### src/common/pesc_defines.vh
`ifndef PESC_DEFINES_VH
`define PESC_DEFINES_VH

// Register bus geometry
`define PESC_ADDR_W       12
`define PESC_DATA_W       32

// Register addresses
`define PESC_SEL0_ADDR    12'h186
`define PESC_SEL1_ADDR    12'h187
`define PESC_CNT0_ADDR    12'h010
`define PESC_CNT1_ADDR    12'h011
`define PESC_STAT_ADDR    12'h020
`define PESC_MASK_ADDR    12'h021
`define PESC_LIVE_ADDR    12'h022

// Selection register fields
`define PESC_EVT_LSB      0
`define PESC_EVT_MSB      7
`define PESC_UQ_LSB       8
`define PESC_UQ_MSB       15
`define PESC_USR_BIT      16
`define PESC_KRN_BIT      17
`define PESC_MODE_BIT     18
`define PESC_PIN_BIT      19
`define PESC_INT_BIT      20
`define PESC_EN_BIT       22
`define PESC_INV_BIT      23
`define PESC_THR_LSB      24
`define PESC_THR_MSB      31

// Writable bits (bit 21 reserved, bit 22 only in the first register)
`define PESC_SEL0_WMASK   32'hFFDF_FFFF
`define PESC_SEL1_WMASK   32'hFF9F_FFFF

// Reset values
`define PESC_SEL_RST      32'h0000_0000
`define PESC_CNT_RST      32'h0000_0000
`define PESC_IRQ_RST      2'h0

// Event source and counter geometry
`define PESC_EVT_NUM      16
`define PESC_SUB_W        8
`define PESC_INC_W        4
`define PESC_CNT_W        32

`endif

### src/design/pesc_evt_match.v
`timescale 1ns/1ps
`include "pesc_defines.vh"

module pesc_evt_match (
   // Clock and reset
   input  wire                                    clock_i,
   input  wire                                    resetn_i,
   // Controls
   input  wire [31:0]                             sel_i,
   input  wire                                    glob_en_i,
   input  wire [1:0]                              cpl_i,
   // Event lines
   input  wire [`PESC_EVT_NUM*`PESC_SUB_W-1:0]    ev_sub_i,
   // Result
   output reg  [`PESC_INC_W-1:0]                  inc_o,
   output reg                                     active_o
);

   // Count of set bits in a sub-event group
   function [`PESC_INC_W-1:0] pesc_popcnt;
      input [`PESC_SUB_W-1:0] v;
      integer k;
      begin
         pesc_popcnt = {`PESC_INC_W{1'b0}};
         for (k = 0; k < `PESC_SUB_W; k = k + 1) begin
            pesc_popcnt = pesc_popcnt + {{(`PESC_INC_W-1){1'b0}}, v[k]};
         end
      end
   endfunction

   wire [7:0]                 code  = sel_i[`PESC_EVT_MSB:`PESC_EVT_LSB];
   wire [7:0]                 uq    = sel_i[`PESC_UQ_MSB:`PESC_UQ_LSB];
   wire [7:0]                 thr   = sel_i[`PESC_THR_MSB:`PESC_THR_LSB];
   wire [`PESC_SUB_W-1:0]     sub   = (code < `PESC_EVT_NUM) ?
                                      ev_sub_i[code[3:0]*`PESC_SUB_W +: `PESC_SUB_W] : {`PESC_SUB_W{1'b0}};
   wire [`PESC_SUB_W-1:0]     qual  = (uq == 8'h00) ? sub : (sub & uq);
   wire [`PESC_INC_W-1:0]     cnt   = pesc_popcnt(qual);
   wire                       priv  = (cpl_i == 2'b00) ? sel_i[`PESC_KRN_BIT] : sel_i[`PESC_USR_BIT];
   wire                       cmp   = ({4'h0, cnt} >= thr);
   wire                       hit   = sel_i[`PESC_INV_BIT] ? ~cmp : cmp;
   wire [`PESC_INC_W-1:0]     amt   = (thr == 8'h00) ? cnt : {{(`PESC_INC_W-1){1'b0}}, hit};
   wire                       act   = glob_en_i & priv & (amt != {`PESC_INC_W{1'b0}});
   reg                        act_r;

   always @(posedge clock_i or negedge resetn_i) begin
      if (!resetn_i) begin
         act_r    <= 1'b0;
         inc_o    <= {`PESC_INC_W{1'b0}};
         active_o <= 1'b0;
      end else begin
         act_r    <= act;
         active_o <= act;
         if (sel_i[`PESC_MODE_BIT]) begin
            inc_o <= (act & ~act_r) ? {{(`PESC_INC_W-1){1'b0}}, 1'b1} : {`PESC_INC_W{1'b0}};
         end else begin
            inc_o <= act ? amt : {`PESC_INC_W{1'b0}};
         end
      end
   end

endmodule

### src/design/pesc_counter.v
`timescale 1ns/1ps
`include "pesc_defines.vh"

module pesc_counter (
   // Clock and reset
   input  wire                      clock_i,
   input  wire                      resetn_i,
   // Increment and software load
   input  wire [`PESC_INC_W-1:0]    inc_i,
   input  wire                      wr_i,
   input  wire [`PESC_CNT_W-1:0]    wdata_i,
   // State
   output reg  [`PESC_CNT_W-1:0]    count_o,
   output reg                       ovf_o
);

   wire [`PESC_CNT_W:0] sum = {1'b0, count_o} + {{(`PESC_CNT_W-`PESC_INC_W+1){1'b0}}, inc_i};

   // Load wins over counting; carry out flags wrap
   always @(posedge clock_i or negedge resetn_i) begin
      if (!resetn_i) begin
         count_o <= `PESC_CNT_RST;
         ovf_o   <= 1'b0;
      end else if (wr_i) begin
         count_o <= wdata_i;
         ovf_o   <= 1'b0;
      end else begin
         count_o <= sum[`PESC_CNT_W-1:0];
         ovf_o   <= sum[`PESC_CNT_W];
      end
   end

endmodule

### src/design/pesc_top.v
// Strobed register access is this design's own decision.
`timescale 1ns/1ps
`include "pesc_defines.vh"

module pesc_top (
   // Clock and reset
   input  wire                                    clock_i,
   input  wire                                    resetn_i,
   // Register port
   input  wire [`PESC_ADDR_W-1:0]                 addr_i,
   input  wire [`PESC_DATA_W-1:0]                 wdata_i,
   input  wire                                    wr_i,
   input  wire                                    rd_i,
   output reg  [`PESC_DATA_W-1:0]                 rdata_o,
   // Event side
   input  wire [1:0]                              current_privilege_level_i,
   input  wire [`PESC_EVT_NUM*`PESC_SUB_W-1:0]    ev_sub_i,
   // Overflow signalling
   output reg  [1:0]                              breakpoint_monitor_output_pin_o,
   output wire                                    local_interrupt_controller_o
);

   // Address match shared by write and read decode
   function pesc_hit;
      input [`PESC_ADDR_W-1:0] a;
      input [`PESC_ADDR_W-1:0] t;
      begin
         pesc_hit = (a == t);
      end
   endfunction

   // Selection registers
   reg  [31:0]               first_selection_register_r;
   reg  [31:0]               second_selection_register_r;
   // Sticky overflow status and mask
   reg  [1:0]                irq_stat_r;
   reg  [1:0]                irq_stat_nxt;
   reg  [1:0]                irq_mask_r;

   wire [`PESC_CNT_W-1:0]    count0;
   wire [`PESC_CNT_W-1:0]    count1;
   wire                      ovf0;
   wire                      ovf1;
   wire [`PESC_INC_W-1:0]    inc0;
   wire [`PESC_INC_W-1:0]    inc1;
   wire                      act0;
   wire                      act1;

   // Write decode
   wire wr_sel0 = wr_i & pesc_hit(addr_i, `PESC_SEL0_ADDR);
   wire wr_sel1 = wr_i & pesc_hit(addr_i, `PESC_SEL1_ADDR);
   wire wr_cnt0 = wr_i & pesc_hit(addr_i, `PESC_CNT0_ADDR);
   wire wr_cnt1 = wr_i & pesc_hit(addr_i, `PESC_CNT1_ADDR);
   wire wr_stat = wr_i & pesc_hit(addr_i, `PESC_STAT_ADDR);
   wire wr_mask = wr_i & pesc_hit(addr_i, `PESC_MASK_ADDR);

   // global enable from first register only
   wire glob_en = first_selection_register_r[`PESC_EN_BIT];

   // Selection register storage
   always @(posedge clock_i or negedge resetn_i) begin
      if (!resetn_i) begin
         first_selection_register_r  <= `PESC_SEL_RST;
         second_selection_register_r <= `PESC_SEL_RST;
      end else begin
         if (wr_sel0) begin
            first_selection_register_r <= wdata_i & `PESC_SEL0_WMASK;
         end
         if (wr_sel1) begin
            second_selection_register_r <= wdata_i & `PESC_SEL1_WMASK;
         end
      end
   end

   // Event qualification, both counters
   pesc_evt_match u_match0 (
      .clock_i   (clock_i),
      .resetn_i  (resetn_i),
      .sel_i     (first_selection_register_r),
      .glob_en_i (glob_en),
      .cpl_i     (current_privilege_level_i),
      .ev_sub_i  (ev_sub_i),
      .inc_o     (inc0),
      .active_o  (act0)
   );

   pesc_evt_match u_match1 (
      .clock_i   (clock_i),
      .resetn_i  (resetn_i),
      .sel_i     (second_selection_register_r),
      .glob_en_i (glob_en),
      .cpl_i     (current_privilege_level_i),
      .ev_sub_i  (ev_sub_i),
      .inc_o     (inc1),
      .active_o  (act1)
   );

   // Counter storage
   pesc_counter u_cnt0 (
      .clock_i  (clock_i),
      .resetn_i (resetn_i),
      .inc_i    (inc0),
      .wr_i     (wr_cnt0),
      .wdata_i  (wdata_i),
      .count_o  (count0),
      .ovf_o    (ovf0)
   );

   pesc_counter u_cnt1 (
      .clock_i  (clock_i),
      .resetn_i (resetn_i),
      .inc_i    (inc1),
      .wr_i     (wr_cnt1),
      .wdata_i  (wdata_i),
      .count_o  (count1),
      .ovf_o    (ovf1)
   );

   always @(posedge clock_i or negedge resetn_i) begin
      if (!resetn_i) begin
         breakpoint_monitor_output_pin_o <= 2'b00;
      end else begin
         breakpoint_monitor_output_pin_o[0] <= ovf0 & first_selection_register_r[`PESC_PIN_BIT];
         breakpoint_monitor_output_pin_o[1] <= ovf1 & second_selection_register_r[`PESC_PIN_BIT];
      end
   end

   wire [1:0] ovf_evt = {ovf1 & second_selection_register_r[`PESC_INT_BIT],
                         ovf0 & first_selection_register_r[`PESC_INT_BIT]};

   // Write one clears, a new overflow wins
   always @* begin
      irq_stat_nxt = irq_stat_r;
      if (wr_stat) begin
         irq_stat_nxt = irq_stat_nxt & ~wdata_i[1:0];
      end
      irq_stat_nxt = irq_stat_nxt | ovf_evt;
   end

   always @(posedge clock_i or negedge resetn_i) begin
      if (!resetn_i) begin
         irq_stat_r <= `PESC_IRQ_RST;
         irq_mask_r <= `PESC_IRQ_RST;
      end else begin
         irq_stat_r <= irq_stat_nxt;
         if (wr_mask) begin
            irq_mask_r <= wdata_i[1:0];
         end
      end
   end

   assign local_interrupt_controller_o = |(irq_stat_r & irq_mask_r);

   // Read data stands one cycle only
   always @(posedge clock_i or negedge resetn_i) begin
      if (!resetn_i) begin
         rdata_o <= 32'h0000_0000;
      end else if (!rd_i) begin
         rdata_o <= 32'h0000_0000;
      end else if (pesc_hit(addr_i, `PESC_SEL0_ADDR)) begin
         rdata_o <= first_selection_register_r;
      end else if (pesc_hit(addr_i, `PESC_SEL1_ADDR)) begin
         rdata_o <= second_selection_register_r;
      end else if (pesc_hit(addr_i, `PESC_CNT0_ADDR)) begin
         rdata_o <= count0;
      end else if (pesc_hit(addr_i, `PESC_CNT1_ADDR)) begin
         rdata_o <= count1;
      end else if (pesc_hit(addr_i, `PESC_STAT_ADDR)) begin
         rdata_o <= {30'h0000_0000, irq_stat_r};
      end else if (pesc_hit(addr_i, `PESC_MASK_ADDR)) begin
         rdata_o <= {30'h0000_0000, irq_mask_r};
      end else if (pesc_hit(addr_i, `PESC_LIVE_ADDR)) begin
         rdata_o <= {27'h000_0000, current_privilege_level_i, glob_en, act1, act0};
      end else begin
         rdata_o <= 32'h0000_0000; // Unmapped reads zero
      end
   end

endmodule

### config.mk
export PLATFORM = sky130hd
export DESIGN_NAME = pesc_top
export DESIGN_NICKNAME = d
export VERILOG_FILES = /design/src/design/pesc_evt_match.v /design/src/design/pesc_counter.v /design/src/design/pesc_top.v
export VERILOG_INCLUDE_DIRS = /design/src /design/src/common
export SDC_FILE = /design/constraint.sdc
export NUM_CORES = 1
export LEC_CHECK = 0
export ABC_AREA = 1
export BUFFER_PORTS_ARGS = -buffer_cell sky130_fd_sc_hd__buf_4
export CORE_MARGIN = 1
export CORE_UTILIZATION = 58
export CTS_CLUSTER_SIZE = 25
export DETAILED_ROUTE_END_ITERATION = 7
export PLACE_DENSITY = 0.82
export SKIP_LAST_GASP = 1
export SLEW_MARGIN = 10
export SYNTH_ARGS = -nofsm -noshare
export SYNTH_HDL_FRONTEND = slang
export SYNTH_HIERARCHICAL = 1
export SYNTH_SLANG_ARGS = --single-unit
### constraint.sdc
create_clock -name clock_i -period 6.65 [get_ports clock_i]
set_clock_uncertainty 0.2 [all_clocks]
set_input_delay 0.665 -clock clock_i [delete_from_list [all_inputs] [get_ports clock_i]]
set_output_delay 0.665 -clock clock_i [all_outputs]
set_load 0.01 [all_outputs]
==> metrics.txt, run 1 <==
status complete, but fails checks; failing checks design-rule violations; # DRC 1; CTS H-tree lvls 4; worst endpoint required time 6.82 ns; finished layout cell area 15300 sq um; buffers added on ports 212; Area Overhead vs Synth 15.6%; Root Buffer clkbuf_16; Sw Ratio 29.9%; Max Clk Rate 0.176 GHz; postcts setup bufs 0; Final #Nets 2354; Worst-Margin Slew 0.929 ns; latest clock arrival within the worst-skew pair 0.44 ns; Slew Limit Fails 0; initial antenna violation count 1; die width 153 um; CP endpoint kind flop; Internal Pwr Total 1740 uW; Pleak 0.00782 uW; core area 22200 sq um; drt first pass iters 8; share of post-route cells with drive strength above 1 16.3%; relative slew slack 37.7%; Final GP Congestion 0.979; Hold Violations, Final 0; first-pass GRT wire length 74500 um; final wirelength 47500 um; commonest cells after routing, fill and taps aside nand2_1 (540), inv_1 (237), buf_4 (223); RSZ-0062 raised after global routing false; worst r2r dst u_match1/inc_o[0]; FF-to-FF path depth 26; Core Rows 54; total nets after synthesis 2197; Critical Path Start second_selection_register_r[1]; Worst R2R Start second_selection_register_r[1]; post-layout min period 5.69 ns; via count 14500; worst vdd ir 0.157 mV; all-layer global routing usage 40.7%; max-cap violation count 0; Ant. Diodes 0; DR iter-0 viols 1830; post-cts gate resize count 0; CP Max Fanout 34; largest net degree at the start of global routing 71; clock transition at the registers of the reported paths 0.08 ns; initial cell density of the core 59.9%; I/O pin total 213; Place WS 1.11 ns; Routed wire per std cell 19.5 um; vias per cell 5.95; Worst EP arrival 5.86 ns; CP Class reg -> reg; combinational share of power 16.0%; Vert. Die Dim 153 um; net switching power 742 uW; Worst setup SP type flop; most common cell after layout, fill and taps aside nand2_1; CTS max path bufs 2; setup TNS after final layout 0 ns; CTS Buf Count 17; placement-stage cell area 14800 sq um; CTS tree yes; vias in the first global route 13600; clock sinks 175; Critical Path End u_match1/inc_o[0]; post-synthesis instance total 1987; Slowest cell on crit path dfrtp_1; mapped cell area 13300 sq um; R2R setup slack 0.96 ns; post-route ant nets 0; DP Wirelength 35900 um; hold buffers post-CTS 0; clock power share 40.7%; HP Class in -> async; critical path's most frequent cell nand2_1; Power Density 162 nW/um^2; setup ws final 0.959 ns; YS warnings 6; Tcrit/Tclk final 85.6%; grt total ovfl 0; Seq pwr share 43.3%; final setup fails 0; Syn Area/Cell 6.68 sq um; slowest cell delay on critical path 0.62 ns; die area 23500 sq um; total power 2480 uW
[worst min path at each step]
stage	end	slack [ns]	from
finish	first_selection_register_r[31]	0.02	resetn_i
global route	first_selection_register_r[26]	0.04	resetn_i
CTS	second_selection_register_r[28]	0.02	resetn_i
detailed placement	breakpoint_monitor_output_pin_o[0]	0.25	u_cnt0/ovf_o
global placement	breakpoint_monitor_output_pin_o[0]	0.25	u_cnt0/ovf_o
floorplan	breakpoint_monitor_output_pin_o[0]	0.17	resetn_i
[per-stage QoR]
step                      hold WS, ns  instances  utilization, %
after detailed placement        0.248       2405            66.6
after global placement          0.254       2405            66.6
after global routing           0.0409       2437            69.2
final                          0.0172       2437            69.2
after floorplan                 0.169       1987               -
after CTS                      0.0242       2437            69.2
[cell type report]
cell class                      instances  area [sq um]
Tap cell                              280           350
Sequential cell                       175          4390
Timing Repair Buffer                  224          1690
Clock inverter                         15           169
Multi-Input combinational cell       1471          7360
Fill cell                            2046          6820
Inverter                              255           968
Clock buffer                           17           425
[worst max-delay path: cells and delay by family (launching register included)]
kind / cells / cell delay, ns
compound gates: 3 / 0.59
xor+xnor: 1 / 0.17
fa+ha+maj: 6 / 2.48
buf+inv: 2 / 0.62
flops: 1 / 0.62
simple gates: 14 / 0.96
[flip-flops by register name (all words and copies together) (netlist names)]
name	cells
u_cnt0/ovf_o	1
u_cnt0/count_o	32
rdata_o	32
u_match1/act_r	1
u_cnt1/count_o	32
irq_stat_r	2
second_selection_register_r	30
u_match1/inc_o	4
irq_mask_r	2
u_match0/inc_o	4
u_match0/act_r	1
first_selection_register_r	31
u_cnt1/ovf_o	1
breakpoint_monitor_output_pin_o	2
[layer usage]
| metal | GRT usage (%) | wire length (um) | vias to the layer above |
|---|---|---|---|
| met5 | 0 | 11 | - |
| met4 | 16.8 | 2040 | 2 |
| met3 | 9.61 | 4940 | 140 |
| met2 | 66.1 | 21700 | 874 |
| met1 | 52.2 | 18800 | 6730 |
| li1 | - | - | 6750 |
[power groups by stage]
stage                     registers (uW)  logic, uW  clock network, uW
after global placement              1100        377                  0
after CTS                           1070        390               1020
after floorplan                     1090        199                  0
final                               1070        396               1010
after global routing                1080        441               1060
after detailed placement            1100        384                  0
No activity file was read; power rests on OpenSTA's default activity.
==> run 2: changes to the inputs <==
--- a/config.mk
+++ b/config.mk
@@ -7,12 +7,12 @@
 export NUM_CORES = 1
 export LEC_CHECK = 0
 export ABC_AREA = 1
-export BUFFER_PORTS_ARGS = -buffer_cell sky130_fd_sc_hd__buf_4
 export CORE_MARGIN = 1
-export CORE_UTILIZATION = 58
+export CORE_UTILIZATION = 65
 export CTS_CLUSTER_SIZE = 25
 export DETAILED_ROUTE_END_ITERATION = 7
-export PLACE_DENSITY = 0.82
+export DONT_BUFFER_PORTS = 1
+export PLACE_DENSITY = 0.81
 export SKIP_LAST_GASP = 1
 export SLEW_MARGIN = 10
 export SYNTH_ARGS = -nofsm -noshare
==> run 2 against run 1 <==
The run now ends clean; die area fell by 11%; cell count shrank 9.3%; clock power about the same; sequential share of layout area up 3.4 points; wire length down 5.9%; critical path depth stayed put; global-route usage rose by 2.0 points; setup slack worse by 0.041 ns; non-clock buffer count down 215; count of clock-buffer cells in the layout unchanged; critical path type unchanged; critical endpoint is now u_match1/act_r.
==> metrics.txt, run 2 (synthesis results as in run 1) <==
CTS H-tree lvls 4; all-layer global routing usage 42.7%; share of post-route cells with drive strength above 1 7.00%; Root Buffer clkbuf_16; commonest cells after routing, fill and taps aside nand2_1 (540), inv_1 (237), nor2_1 (211); RSZ-0062 raised after global routing false; clock transition at the registers of the reported paths 0.07 ns; finished layout cell area 13700 sq um; Max Clk Rate 0.174 GHz; R2R setup slack 0.92 ns; Slew Limit Fails 0; CTS max path bufs 2; die area 21000 sq um; Power Density 173 nW/um^2; Worst R2R Start second_selection_register_r[0]; relative slew slack 30.8%; via count 13700; CTS Buf Count 17; vias in the first global route 12700; placed insts 2174; Final GP Congestion 1.00; largest net degree at the start of global routing 176; max-cap violation count 0; Tcrit/Tclk final 86.2%; clock sinks 175; I/O pin total 213; initial antenna violation count 3; final setup fails 0; post-route ant nets 0; post-cts gate resize count 0; worst r2r dst u_match1/act_r; status finished clean; setup ws final 0.918 ns; Worst-Margin Slew 1.04 ns; CP endpoint kind flop; CP Max Fanout 64; post-layout min period 5.73 ns; Routed wire per std cell 20.2 um; CTS tree yes; core area 19700 sq um; Worst setup SP type flop; DR iter-0 viols 1677; most common cell after layout, fill and taps aside nand2_1; HP Class in -> async; first-pass GRT wire length 69500 um; # DRC 0; initial cell density of the core 67.3%; Worst EP arrival 5.86 ns; Place WS 1.02 ns; Pleak 0.00677 uW; Vert. Die Dim 145 um; grt total ovfl 0; FF-to-FF path depth 26; drt first pass iters 6; buffers added on ports 0; placement-stage cell area 13100 sq um; Regs by FF count rdata_o (32), u_cnt0/count_o (32), u_cnt1/count_o (32); worst endpoint required time 6.78 ns; Area Overhead vs Synth 3.45%; DP Wirelength 33000 um; final wirelength 44700 um; latest clock arrival within the worst-skew pair 0.45 ns; setup TNS after final layout 0 ns; CP Class reg -> reg; die width 145 um; Final #Nets 2139; Finished Layout Cells 2210; hold_ws 0.00837 ns; Core Rows 51; vias per cell 6.19; Hold Violations, Final 0; worst vdd ir 0.161 mV
==> run 2: changes by cell type in the layout (fill, tap and decap cells not counted), sizes merged <==
cell      change
buf         -215
diode         +3
clkinv        -2
clkinvlp      +1
inv           +1
==> run 2: layer usage <==
| metal | wire length (um) | part of all wire [%] | GRT usage, % |
|---|---|---|---|
| met1 | 17200 | 38 | 56.0 |
| met3 | 5740 | 13 | 11.6 |
| met5 | 0 | 0 | 0 |
| met2 | 19900 | 45 | 66.0 |
| met4 | 1830 | 4.1 | 18.9 |
==> run 2: cell type report <==
| class | instances | area (sq um) |
|---|---|---|
| multi-input combinational | 1471 | 7360 |
| fill | 1744 | 5980 |
| sequential | 175 | 4390 |
| inverter | 255 | 968 |
| clock buffer | 17 | 425 |
| tap | 265 | 332 |
| clock inverter | 15 | 168 |
| timing repair buffer | 9 | 87.6 |
| antenna | 3 | 7.51 |
==> run 2: worst max path at each step <==
stage	startpoint	endpoint	slack, ns
after floorplan	first_selection_register_r[0]	u_match0/inc_o[1]	1.83
after global placement	second_selection_register_r[0]	u_match1/inc_o[0]	1.16
after detailed placement	first_selection_register_r[1]	u_match0/inc_o[1]	1.02
after CTS	first_selection_register_r[1]	u_match0/inc_o[3]	0.99
after global routing	first_selection_register_r[1]	u_match0/inc_o[3]	0.54
final	second_selection_register_r[0]	u_match1/act_r	0.92
==> run 2: timing repair <==
item                      4_1_cts  5_1_grt
hold buffers                    1        0
hold endpoints to repair      175        0
buffers inserted                0        0
==> run 2: per-stage QoR <==
step                utilization (%)  total power, uW
floorplan                         -             1290
global placement               66.5             1340
detailed placement             66.5             1350
CTS                            69.6             2370
global route                   69.6             2460
finish                         69.7             2380
==> run 2: worst max-delay path, stage by stage, from the launching register on <==
cell	delay, ns
dfrtp_2	0.67
inv_8	0.39
o21ai_1	0.10
o22ai_1	0.24
o21ai_0	0.12
o21ai_1	0.20
nand2_1	0.10
fa_1	0.50
fa_1	0.52
fa_1	0.54
inv_1	0.05
ha_1	0.22
fa_1	0.38
xor2_1	0.22
ha_1	0.28
nand2_1	0.10
nor2_1	0.05
nor2_1	0.08
nand2_1	0.07
nand2_1	0.07
nand2_1	0.06
nand2_1	0.05
nand2_1	0.07
nand2_1	0.06
nand2_1	0.07
nand2_1	0.08
inv_1	0.05
==> run 2: report_power, final <==
part / switching [uW] / internal, uW / total (uW)
logic: 184 / 99.0 / 283
registers: 7.07 / 1070 / 1070
clock network: 514 / 507 / 1020
